<file path="config.mk">
export PLATFORM = sky130hd
export DESIGN_NAME = fws_poller
export DESIGN_NICKNAME = d
export VERILOG_FILES = /design/src/logic/fws_bus_cycle.v /design/src/logic/fws_poller.v
export VERILOG_INCLUDE_DIRS = /design/src /design/src/logic
export SDC_FILE = /design/constraint.sdc
export NUM_CORES = 1
export LEC_CHECK = 0
export BUFFER_PORTS_ARGS = -buffer_cell sky130_fd_sc_hd__buf_2
export CAP_MARGIN = 20
export CORE_ASPECT_RATIO = 1.75
export CORE_MARGIN = 2
export CORE_UTILIZATION = 55
export CTS_BUF_LIST = sky130_fd_sc_hd__clkbuf_4 sky130_fd_sc_hd__clkbuf_8 sky130_fd_sc_hd__clkbuf_16
export CTS_CLUSTER_DIAMETER = 120
export CTS_CLUSTER_SIZE = 12
export DETAILED_ROUTE_END_ITERATION = 16
export GPL_ROUTABILITY_DRIVEN = 0
export HOLD_SLACK_MARGIN = 0.1
export PLACE_DENSITY = 0.81
export SLEW_MARGIN = 15
export SYNTH_ARGS = -nofsm -noshare
export SYNTH_HDL_FRONTEND = slang
export SYNTH_SLANG_ARGS = --single-unit
export TNS_END_PERCENT = 20
</file>
<file path="constraint.sdc">
create_clock -name i_sys_clk -period 7.62 [get_ports i_sys_clk]
set_input_delay 0.762 -clock i_sys_clk [delete_from_list [all_inputs] [get_ports i_sys_clk]]
set_output_delay 0.762 -clock i_sys_clk [all_outputs]
set_load 0.03 [all_outputs]
</file>
<file path="src/logic/fws_defs.vh">
// Constants for the flash status poller: status bit positions, bus timing, commands.
// Assumes a x8 or x16 flash data bus whose low byte carries the status bits.
`ifndef FWS_DEFS_VH
`define FWS_DEFS_VH

// Status bit positions on the data bus
`define FWS_BIT_POLL     7
`define FWS_BIT_TOG1     6
`define FWS_BIT_TIMEOUT  5
`define FWS_BIT_TOG2     2

// Read and write cycle timing in ns, converted to cycles at the system clock period
`define FWS_CLK_NS       8
`define FWS_T_ACC_NS     90
`define FWS_T_ACC_CYC    ((`FWS_T_ACC_NS + `FWS_CLK_NS - 1) / `FWS_CLK_NS)
`define FWS_T_HIGH_NS    16
`define FWS_T_HIGH_CYC   ((`FWS_T_HIGH_NS + `FWS_CLK_NS - 1) / `FWS_CLK_NS)
`define FWS_T_WP_NS      35
`define FWS_T_WP_CYC     ((`FWS_T_WP_NS + `FWS_CLK_NS - 1) / `FWS_CLK_NS)

// Reset command data, written to any address
`define FWS_CMD_RESET    16'h00F0

// Poll method select
`define FWS_MODE_DATA    1'b0
`define FWS_MODE_TOGGLE  1'b1

// Result codes
`define FWS_RES_DONE     2'h0
`define FWS_RES_FAIL     2'h1
`define FWS_RES_PAUSED   2'h2

`endif

</file>
<file path="src/logic/fws_bus_cycle.v">
// Single flash bus cycle engine: one read or one write on the asynchronous bus.
// Assumes the flash data pins are bidirectional and resolved outside this module.
`include "fws_defs.vh"

module fws_bus_cycle #(
	parameter AW = 22,
	parameter DW = 16
) (
	input  wire          i_sys_clk,
	input  wire          i_rst_n,
	input  wire          i_start,
	input  wire          i_write,
	input  wire [AW-1:0] i_addr,
	input  wire [DW-1:0] i_wdata,
	output wire          o_busy,
	output reg           o_done,
	output reg  [DW-1:0] o_rdata,
	output reg  [AW-1:0] o_fl_addr,
	output reg           o_fl_ce_n,
	output reg           o_fl_oe_n,
	output reg           o_fl_we_n,
	output reg  [DW-1:0] o_fl_dq,
	output reg           o_fl_dq_oe,
	input  wire [DW-1:0] i_fl_dq
);
	localparam [1:0] ST_IDLE = 2'h0;
	localparam [1:0] ST_ACT  = 2'h1;
	localparam [1:0] ST_HIGH = 2'h2;
	// Counts are worked out as integers, then cut to the counter width on purpose
	localparam integer ACC_INT = `FWS_T_ACC_CYC;
	localparam integer WP_INT  = `FWS_T_WP_CYC;
	localparam integer HI_INT  = `FWS_T_HIGH_CYC;
	localparam [7:0]   ACC_CYC = ACC_INT[7:0];
	localparam [7:0]   WP_CYC  = WP_INT[7:0];
	localparam [7:0]   HI_CYC  = HI_INT[7:0];

	reg [1:0] st_q;
	reg [7:0] cnt_q;
	reg       wr_q;

	assign o_busy = (st_q != ST_IDLE);

	// Every read drops chip select and output enable anew, so each counts as a
	// separate read cycle for the toggle bits; a minimum high time follows.
	always @(posedge i_sys_clk or negedge i_rst_n) begin
		if (!i_rst_n) begin
			st_q       <= ST_IDLE;
			cnt_q      <= 8'h00;
			wr_q       <= 1'b0;
			o_done     <= 1'b0;
			o_rdata    <= {DW{1'b0}};
			o_fl_addr  <= {AW{1'b0}};
			o_fl_ce_n  <= 1'b1;
			o_fl_oe_n  <= 1'b1;
			o_fl_we_n  <= 1'b1;
			o_fl_dq    <= {DW{1'b0}};
			o_fl_dq_oe <= 1'b0;
		end else begin
			o_done <= 1'b0;
			case (st_q)
				ST_IDLE: begin
					if (i_start) begin
						st_q       <= ST_ACT;
						wr_q       <= i_write;
						o_fl_addr  <= i_addr;
						o_fl_ce_n  <= 1'b0;
						o_fl_oe_n  <= i_write;
						o_fl_we_n  <= ~i_write;
						o_fl_dq    <= i_wdata;
						o_fl_dq_oe <= i_write;
						cnt_q      <= i_write ? WP_CYC : ACC_CYC;
					end
				end
				ST_ACT: begin
					if (cnt_q == 8'h01) begin
						// Data sampled at the end of access time, before release
						if (!wr_q)
							o_rdata <= i_fl_dq;
						o_fl_ce_n <= 1'b1;
						o_fl_oe_n <= 1'b1;
						o_fl_we_n <= 1'b1;
						cnt_q     <= HI_CYC;
						st_q      <= ST_HIGH;
					end else begin
						cnt_q <= cnt_q - 8'h01;
					end
				end
				ST_HIGH: begin
					if (cnt_q == 8'h01) begin
						o_fl_dq_oe <= 1'b0;
						o_done     <= 1'b1;
						st_q       <= ST_IDLE;
					end else begin
						cnt_q <= cnt_q - 8'h01;
					end
				end
				default: st_q <= ST_IDLE;
			endcase
		end
	end
endmodule // fws_bus_cycle

</file>
<file path="src/logic/fws_poller.v">
// Host side status poller for a parallel NOR flash program or erase operation.
// Assumes the flash is already given its command; the poller waits and reports.
// Function
// - Host polls the poll bit at the address being programmed.
// - Host reads erase status inside a selected, unprotected sector.
// - Poll bit may settle before low bits; take data from a later read.
// - After timeout flag seen, re-read poll bit before declaring failure.
// - Toggle poll starts with two reads; no change means finished.
// - Toggling with timeout high: test again; still toggling means fail, reset.
// - Returning from other work restarts toggle polling with a double read.
`include "fws_defs.vh"

module fws_poller #(
	parameter AW = 22,
	parameter DW = 16
) (
	input  wire          i_sys_clk,
	input  wire          i_resetn,
	input  wire          i_start,
	input  wire          i_mode,
	input  wire [AW-1:0] i_addr,
	input  wire [DW-1:0] i_exp_data,
	input  wire          i_pause,
	output wire          o_ready,
	output reg           o_done,
	output reg  [1:0]    o_result,
	output reg  [DW-1:0] o_final_data,
	output reg           o_suspended,
	output reg           o_erasing_here,
	output wire          o_dev_busy,
	output wire [AW-1:0] o_fl_addr,
	output wire          o_fl_ce_n,
	output wire          o_fl_oe_n,
	output wire          o_fl_we_n,
	output wire [DW-1:0] o_fl_dq,
	output wire          o_fl_dq_oe,
	input  wire [DW-1:0] i_fl_dq,
	input  wire          i_fl_ready_busy_n
);
	localparam [3:0] ST_IDLE    = 4'h0;
	localparam [3:0] ST_RD1     = 4'h1;
	localparam [3:0] ST_W1      = 4'h2;
	localparam [3:0] ST_RD2     = 4'h3;
	localparam [3:0] ST_W2      = 4'h4;
	localparam [3:0] ST_EVAL    = 4'h5;
	localparam [3:0] ST_RECHK   = 4'h6;
	localparam [3:0] ST_WR      = 4'h7;
	localparam [3:0] ST_FINAL   = 4'h8;
	localparam [3:0] ST_REPORT  = 4'h9;
	localparam [3:0] ST_RST     = 4'hA;
	localparam [3:0] ST_W3      = 4'hB;

	// Reset release through two flops
	reg rst_s1_q;
	reg rst_n_q;
	always @(posedge i_sys_clk or negedge i_resetn) begin
		if (!i_resetn) begin
			rst_s1_q <= 1'b0;
			rst_n_q  <= 1'b0;
		end else begin
			rst_s1_q <= 1'b1;
			rst_n_q  <= rst_s1_q;
		end
	end

	reg  [3:0]    st_q;
	reg           mode_q;
	reg  [AW-1:0] addr_q;
	reg  [DW-1:0] exp_q;
	reg  [DW-1:0] first_q;
	reg           chk_q;
	reg  [1:0]    res_q;
	reg           cyc_start;
	reg           cyc_write;
	wire          cyc_busy;
	wire          cyc_done;
	wire [DW-1:0] cyc_rdata;

	fws_bus_cycle #(
		.AW(AW),
		.DW(DW)
	) u_cycle (
		.i_sys_clk  (i_sys_clk),
		.i_rst_n    (rst_n_q),
		.i_start    (cyc_start),
		.i_write    (cyc_write),
		.i_addr     (addr_q),
		.i_wdata    (`FWS_CMD_RESET),
		.o_busy     (cyc_busy),
		.o_done     (cyc_done),
		.o_rdata    (cyc_rdata),
		.o_fl_addr  (o_fl_addr),
		.o_fl_ce_n  (o_fl_ce_n),
		.o_fl_oe_n  (o_fl_oe_n),
		.o_fl_we_n  (o_fl_we_n),
		.o_fl_dq    (o_fl_dq),
		.o_fl_dq_oe (o_fl_dq_oe),
		.i_fl_dq    (i_fl_dq)
	);

	// Ready/busy is an open-drain input, inverted straight through with no sampling flop
	assign o_dev_busy = ~i_fl_ready_busy_n;
	assign o_ready    = (st_q == ST_IDLE);

	// Status decode from the latest read against first read or expected data
	wire poll_ok  = (cyc_rdata[`FWS_BIT_POLL] == exp_q[`FWS_BIT_POLL]);
	wire tog1_chg = (cyc_rdata[`FWS_BIT_TOG1] != first_q[`FWS_BIT_TOG1]);
	wire tog2_chg = (cyc_rdata[`FWS_BIT_TOG2] != first_q[`FWS_BIT_TOG2]);
	wire tmo      = cyc_rdata[`FWS_BIT_TIMEOUT];

	// Handshake into the cycle engine
	always @* begin
		cyc_start = 1'b0;
		cyc_write = 1'b0;
		case (st_q)
			ST_RD1, ST_RD2, ST_FINAL: cyc_start = ~cyc_busy;
			ST_WR: begin
				cyc_start = ~cyc_busy;
				cyc_write = 1'b1;
			end
			default: cyc_start = 1'b0;
		endcase
	end

	// Polling sequence; the poll address is always the user's target address,
	// which must be the program address or inside a selected sector
	always @(posedge i_sys_clk or negedge rst_n_q) begin
		if (!rst_n_q) begin
			st_q           <= ST_IDLE;
			mode_q         <= `FWS_MODE_DATA;
			addr_q         <= {AW{1'b0}};
			exp_q          <= {DW{1'b0}};
			first_q        <= {DW{1'b0}};
			chk_q          <= 1'b0;
			res_q          <= `FWS_RES_DONE;
			o_done         <= 1'b0;
			o_result       <= `FWS_RES_DONE;
			o_final_data   <= {DW{1'b0}};
			o_suspended    <= 1'b0;
			o_erasing_here <= 1'b0;
		end else begin
			o_done <= 1'b0;
			case (st_q)
				ST_IDLE: begin
					// Start only after the command's last write strobe is done
					if (i_start) begin
						mode_q <= i_mode;
						addr_q <= i_addr;
						exp_q  <= i_exp_data;
						chk_q  <= 1'b0;
						st_q   <= ST_RD1;
					end
				end
				ST_RD1: if (cyc_start) st_q <= ST_W1;
				ST_W1: begin
					if (cyc_done) begin
						first_q <= cyc_rdata;
						// Data polling needs one read; toggle polling needs two
						st_q <= (mode_q == `FWS_MODE_DATA) ? ST_EVAL : ST_RD2;
					end
				end
				ST_RD2: if (cyc_start) st_q <= ST_W2;
				ST_W2: if (cyc_done) st_q <= ST_EVAL;
				ST_EVAL: begin
					if (mode_q == `FWS_MODE_DATA) begin
						if (poll_ok) begin
							res_q <= `FWS_RES_DONE;
							st_q  <= ST_FINAL;
						end else if (chk_q) begin
							res_q <= `FWS_RES_FAIL;
							st_q  <= ST_WR;
						end else if (tmo) begin
							chk_q <= 1'b1;
							st_q  <= ST_RD1;
						end else begin
							st_q <= ST_RECHK;
						end
					end else begin
						o_erasing_here <= tog2_chg;
						o_suspended    <= ~tog1_chg & tog2_chg;
						if (!tog1_chg) begin
							res_q <= `FWS_RES_DONE;
							st_q  <= ST_FINAL;
						end else if (chk_q) begin
							res_q <= `FWS_RES_FAIL;
							st_q  <= ST_WR;
						end else if (tmo) begin
							chk_q <= 1'b1;
							first_q <= cyc_rdata;
							st_q  <= ST_RD2;
						end else begin
							st_q <= ST_RECHK;
						end
					end
				end
				ST_RECHK: begin
					// A pause ends the poll with a paused result; a new start in toggle mode begins again with two reads
					if (i_pause) begin
						res_q <= `FWS_RES_PAUSED;
						st_q  <= ST_REPORT;
					end else begin
						st_q <= ST_RD1;
					end
				end
				ST_WR: if (cyc_start) st_q <= ST_RST;
				ST_RST: if (cyc_done) st_q <= ST_REPORT;
				ST_FINAL: if (cyc_start) st_q <= ST_W3;
				ST_W3: begin
					// Fresh read after completion so all data bits are settled
					if (cyc_done) begin
						o_final_data <= cyc_rdata;
						st_q         <= ST_REPORT;
					end
				end
				ST_REPORT: begin
					o_done   <= 1'b1;
					o_result <= res_q;
					st_q     <= ST_IDLE;
				end
				default: st_q <= ST_IDLE;
			endcase
		end
	end
	// Protected-sector cases (short program, long erase activity) and partial
	// protection need no special path: polling simply ends when activity stops.
endmodule // fws_poller

</file>
### After elaboration in Yosys (flattened, before gate mapping)

Index checks and enable logic that the tools add are counted.
W data, S select, Z words.

* input bits: 60
* logic and storage cells: 152
* bits in registers: 123
* output and inout port bits: 65

* equal/unequal tests: 36
* reduce and logical (&&, ||, !) cells: 24
* add/sub/neg operators: 1
* muxes and demuxes: 60
* bitwise logic cells: 6

Operators with widths (count)
* $mux W4: 13
* $pmux W4 S10: 1
* $mux W7: 5
* $mux W8: 3
* $pmux W8 S3: 1
* $ne A2 B2 Y1 const B: 11
* $eq A4 B3 Y1 const B: 4
* $eq A4 B4 Y1 const B: 4
* $mux W1: 16
* $mux W2: 8
* $mux W3: 5
* $reduce_and A3 Y1: 5
* $pmux W7 S2: 1
* $ne A2 B1 Y1 const B: 6
* $reduce_bool A2 Y1: 6
* $pmux W1 S2: 5
* $reduce_and A2 Y1: 5
* $eq A4 B2 Y1 const B: 2
* $eq A8 B1 Y1 const B: 1
* $reduce_and A8 Y1: 1
* $sub A8 B1 Y8 const B: 1
* $ne A3 B3 Y1 const B: 2
* $pmux W2 S3: 1
* $reduce_and A6 Y1: 1
* other kinds (14): 19

### Logic depth before layout (Yosys ltp)

* word-level depth: 5
* gate-level depth with buffers: 8
* mapped depth without buffers: 6

### Hierarchy

From an unflattened synthesis, not the netlist that was laid out.

* cells, all modules: 396
* area, all modules: 5611.6 um^2

By module, submodules not included
* fws_bus_cycle: cells each 216, area each 3014.1 um^2, times used 1, sequential area each 1755.4 um^2
* fws_poller: cells each 180, area each 2597.5 um^2, times used 1, sequential area each 1401.3 um^2

### Worst setup path after synthesis

No wires, ideal clock.

* path kind: register to register
* from: reg st_q[0]
* to: reg addr_q[10]
* arrival time: 2.538 ns
* path buffers: 2
* setup slack: 4.957 ns
* required time: 7.495 ns
* clock period less this slack: 2.663 ns
* library setup time: 0.125 ns
* stages on the path, launching flop included: 6
* path through: dfrtp_1 -> buf_2 -> nor4_1 -> nand2_1 -> clkbuf_1 -> mux2_2

* word-level cells in the longest chain between the ends: 2

Ends and longest elaborated chain
* start: declaration: line fws_poller.v:66 `reg [3:0] st_q;`
* start signal: assignment: line fws_poller.v:159 `` st_q <= (mode_q == `FWS_MODE_DATA) ? ST_EVAL : ST_RD2; ``
* $logic_not A4 Y1
* net o_ready: line fws_poller.v:24 `output wire o_ready,`
* $reduce_and A2 Y1 (no source line)
* end signal: assignment: line fws_poller.v:131 `addr_q <= {AW{1'b0}};`
* end signal: assignment: line fws_poller.v:148 `addr_q <= i_addr;`
* end: declaration: line fws_poller.v:68 `reg [AW-1:0] addr_q;`

The timed path passes the listed nets, and every way through them passes these cells.
A chain may end at the register's enable or synchronous reset.

### Worst setup path after layout

* from: reg st_q[3]
* to: reg o_final_data[5]

* word-level cells in the longest chain between the ends: 2

Ends and longest elaborated chain
* $eq A4 B4 Y1: line fws_poller.v:143 `case (st_q)`
* $reduce_and A2 Y1 (no source line)
* end signal: assignment: line fws_poller.v:138 `o_final_data <= {DW{1'b0}};`
* end signal: assignment: line fws_poller.v:211 `o_final_data <= cyc_rdata;`
* end: declaration: line fws_poller.v:27 `output reg [DW-1:0] o_final_data,`

No other way between the ends.

==> results_dict.tcl <==
set metrics [dict create \
    status "finished, final reports clean" \
    fin_setup_tns_ns 0 \
    ys_seq_area_frac 0.550 \
    coreArea_sq_um 8980 \
    dp_cells 588 \
    clock_skew_ns 0.00629 \
    ff2ff_setup_slack_ns 5.08 \
    die_h_um 131 \
    clk_latency_ns 0.34 \
    startpoint "st_q[3]" \
    cpMaxStageDelayCell "nand4_1" \
    h-tree-depth 3 \
    drive_above_1_share 0.436 \
    critPathBufInv 1 \
    cts_tree "done" \
    required_ns 7.84 \
    drv_cap 0 \
    drt_pass1_iterations 6 \
    combPwrFrac 0.430 \
    grt_pass1_wl_um 16200 \
    finalNonFillerCells 604 \
    cellPowerDensity_nw_per_um2 438 \
    synthArstFlopShare 1.00 \
    worst_ep_arrival_time_ns 2.76 \
    rsz0062_at_grt "no" \
    grt_max_degree 65 \
    final_util 0.651 \
    min_period_over_period 0.334 \
    relSlewSlack 0.379 \
    syn_to_final_growth_pct 15.6 \
    internal_power_w 0.00155 \
    n_fill_cell 715 \
    multi_input_area_sq_um 2050 \
    hold_viol 0 \
    setup_viol 0 \
    cts.sinks 111 \
    worstPathMaxFanout 19 \
    viasPerCell 5.62 \
    crit_family "simple AND/OR/NAND/NOR gates" \
    wl_um 9860 \
    peakVddDrop_mv 0.291 \
    synth_cell_types 58 \
    ys.flop_type "dfrtp_1" \
    power_frac_seq 0.393 \
    die_w_um 76.5 \
    drt_iter0_markers 289 \
    ys.warnings.count 0 \
    grt_overflow 0 \
    dp.final_hpwl_um 6930 \
    reg2reg_to "o_final_data[5]" \
    clkPwrFrac 0.177 \
    drv_slew 0 \
    die_area_sq_um 10000 \
    worstMarginPinSlew_ns 0.929 \
    cts_buffers 9 \
    clkSlewWorstSetupHoldPaths_ns 0.07 \
    ctsHoldBuffers 0 \
    syn-cell-area_sq_um 5060 \
    syn_area_per_cell_sq_um 13.0 \
    end_kind "flip-flop" \
    r2r_cells 4 \
    n_antenna_cell 0 \
    swShare 0.394 \
    root_buffer "clkbuf_16" \
    ys_ff_latch 111 \
    numPortBuffers 97 \
    power_leakage_nw 2.77 \
    place_area_sq_um 5550 \
    final_cell_area_sq_um 5840 \
    clk_path_buf_depth 2 \
    crit_path_start_kind "flip-flop" \
    post_cts_buffers 0 \
    fin_crit_ns 2.54 \
    critPathMaxStageDelay_ns 0.75 \
    antenna_found_initial 0 \
    pre_cts_slack_ns 5.09 \
    timing.rr.start "st_q[3]" \
    initial_utilization 0.563 \
    seqCellArea_sq_um 2790 \
    nNetsFinal 544 \
    wl_per_cell_um 16.3 \
    num_vias 3394 \
    grt_pass1_vias 3448 \
    p_switching_w 0.00101 \
    syn_inst 390 \
    holdCritPathClass "input port to async pin" \
    fin_ws_ns 5.08 \
    io_pins 125 \
    row_count 46 \
    ant_nets 0 \
    synth_edf_count 0 \
    critical_path_class "flip-flop to flip-flop" \
    grt.total_usage 0.206 \
    drc_errors 0 \
    crit_chain "inv_1, nor2_1, nand4_1, mux2_2" \
    clock.fmax_mhz 393 \
    cts_resized 0 \
]
==> worst register-to-register path, cell delays in order, from the launching register on <==
cell     delay, ns
dfrtp_1       0.70
inv_1         0.19
nor2_1        0.20
nand4_1       0.75
mux2_2        0.59
==> flip-flops by register name (all words and copies together), names as in the netlist, 2 cells and up <==
| name | flops |
|---|---|
| addr_q | 22 |
| u_cycle.o_fl_addr | 22 |
| o_final_data | 16 |
| u_cycle.o_rdata | 16 |
| u_cycle.cnt_q | 8 |
| st_q | 4 |
| first_q | 2 |
| o_result | 2 |
| res_q | 2 |
| u_cycle.st_q | 2 |
==> layout by cell type, fill, tap and decap left out, types with 6 or more instances in the layout <==
cell,instances
conb_1,13
nor2_1,12
inv_1,17
buf_2,97
nand2b_1,10
o211ai_1,8
a21oi_1,8
o2bb2ai_1,7
dfrtp_1,107
mux2_4,10
nor2b_1,6
clkbuf_16,9
mux2_2,75
nand2_1,8
==> per-stage QoR <==
stage	total power [W]	hold slack, ns
2_1_floorplan	0.00186	0.331
3_3_place_gp	0.00206	0.338
3_5_place_dp	0.00212	0.341
4_1_cts	0.00259	0.168
5_1_grt	0.00273	0.172
6_report	0.00256	0.184
==> synthesized netlist by cell type (all sizes together), types with 3 or more instances <==
cell type    n  area, sq um
a211oi       4         30.0
a21oi        8         40.0
dfstp        3         78.8
nor2b        6         37.5
mux2        85          995
a31oi        3         18.8
nor4         6         52.6
dfrtp      108         2700
o32ai        4         35.0
nand2       10         42.5
and2         3         18.8
buf         26          178
nor3b        4         30.0
nor2        12         45.0
o2bb2ai      7         61.3
nand3        5         25.0
o211ai       9         72.6
clkbuf       6         22.5
a32oi        4         35.0
ha           5         62.6
o21ai        6         33.8
nor3         4         25.0
inv         17         63.8
nand2b      10         62.6
==> cells by family (layout without fill, tap and decap cells) <==
kind of cell	Yosys count	count (layout)	share of synthesized area
adder cells (fa/ha/maj)	5	5	0.0124
XOR/XNOR	4	4	0.00693
buffers and inverters	49	132	0.0522
AND/OR/NAND/NOR	68	68	0.0792
AO/OA/AOI/OAI	64	64	0.0972
flip-flops	111	111	0.550
other	2	13	0.00148
multiplexers	87	87	0.201
==> cell type report <==
class                      instances  area share
sequential                       111       0.477
inverter                          17      0.0109
timing repair buffer              99      0.0856
clock buffer                      10      0.0398
clock inverter                     6      0.0101
multi-input combinational        241       0.351
tap                              120      0.0257
==> layer usage <==
layer  vias up  global-route usage  wire length (um)  part of all wire
li1       1566                   -                 -                 -
met1      1684               0.243              3760              0.38
met2       118               0.351              5250              0.53
met3        26              0.0426               523             0.053
met4         0               0.120               327             0.033
met5         -                   0                 0                 0
==> power groups by stage <==
stage / sequential, W / combinational, W / clock [W]
after floorplan: 0.00111 / 0.000753 / 0
after global placement: 0.000996 / 0.00107 / 0
after detailed placement: 0.00102 / 0.00110 / 0
after CTS: 0.00101 / 0.00111 / 0.000469
after global routing: 0.00105 / 0.00120 / 0.000490
final: 0.00101 / 0.00110 / 0.000454
==> how the worst max path moves through the flow <==
stage	cells past startpoint	end	slack (ns)
finish	4	o_final_data[5]	5.08
global route	4	o_final_data[5]	4.88
CTS	4	o_final_data[5]	5.08
detailed placement	4	o_final_data[5]	5.09
global placement	4	o_final_data[5]	5.15
floorplan	0	addr_q[0]	4.30
(Power assumes the default switching activity.)
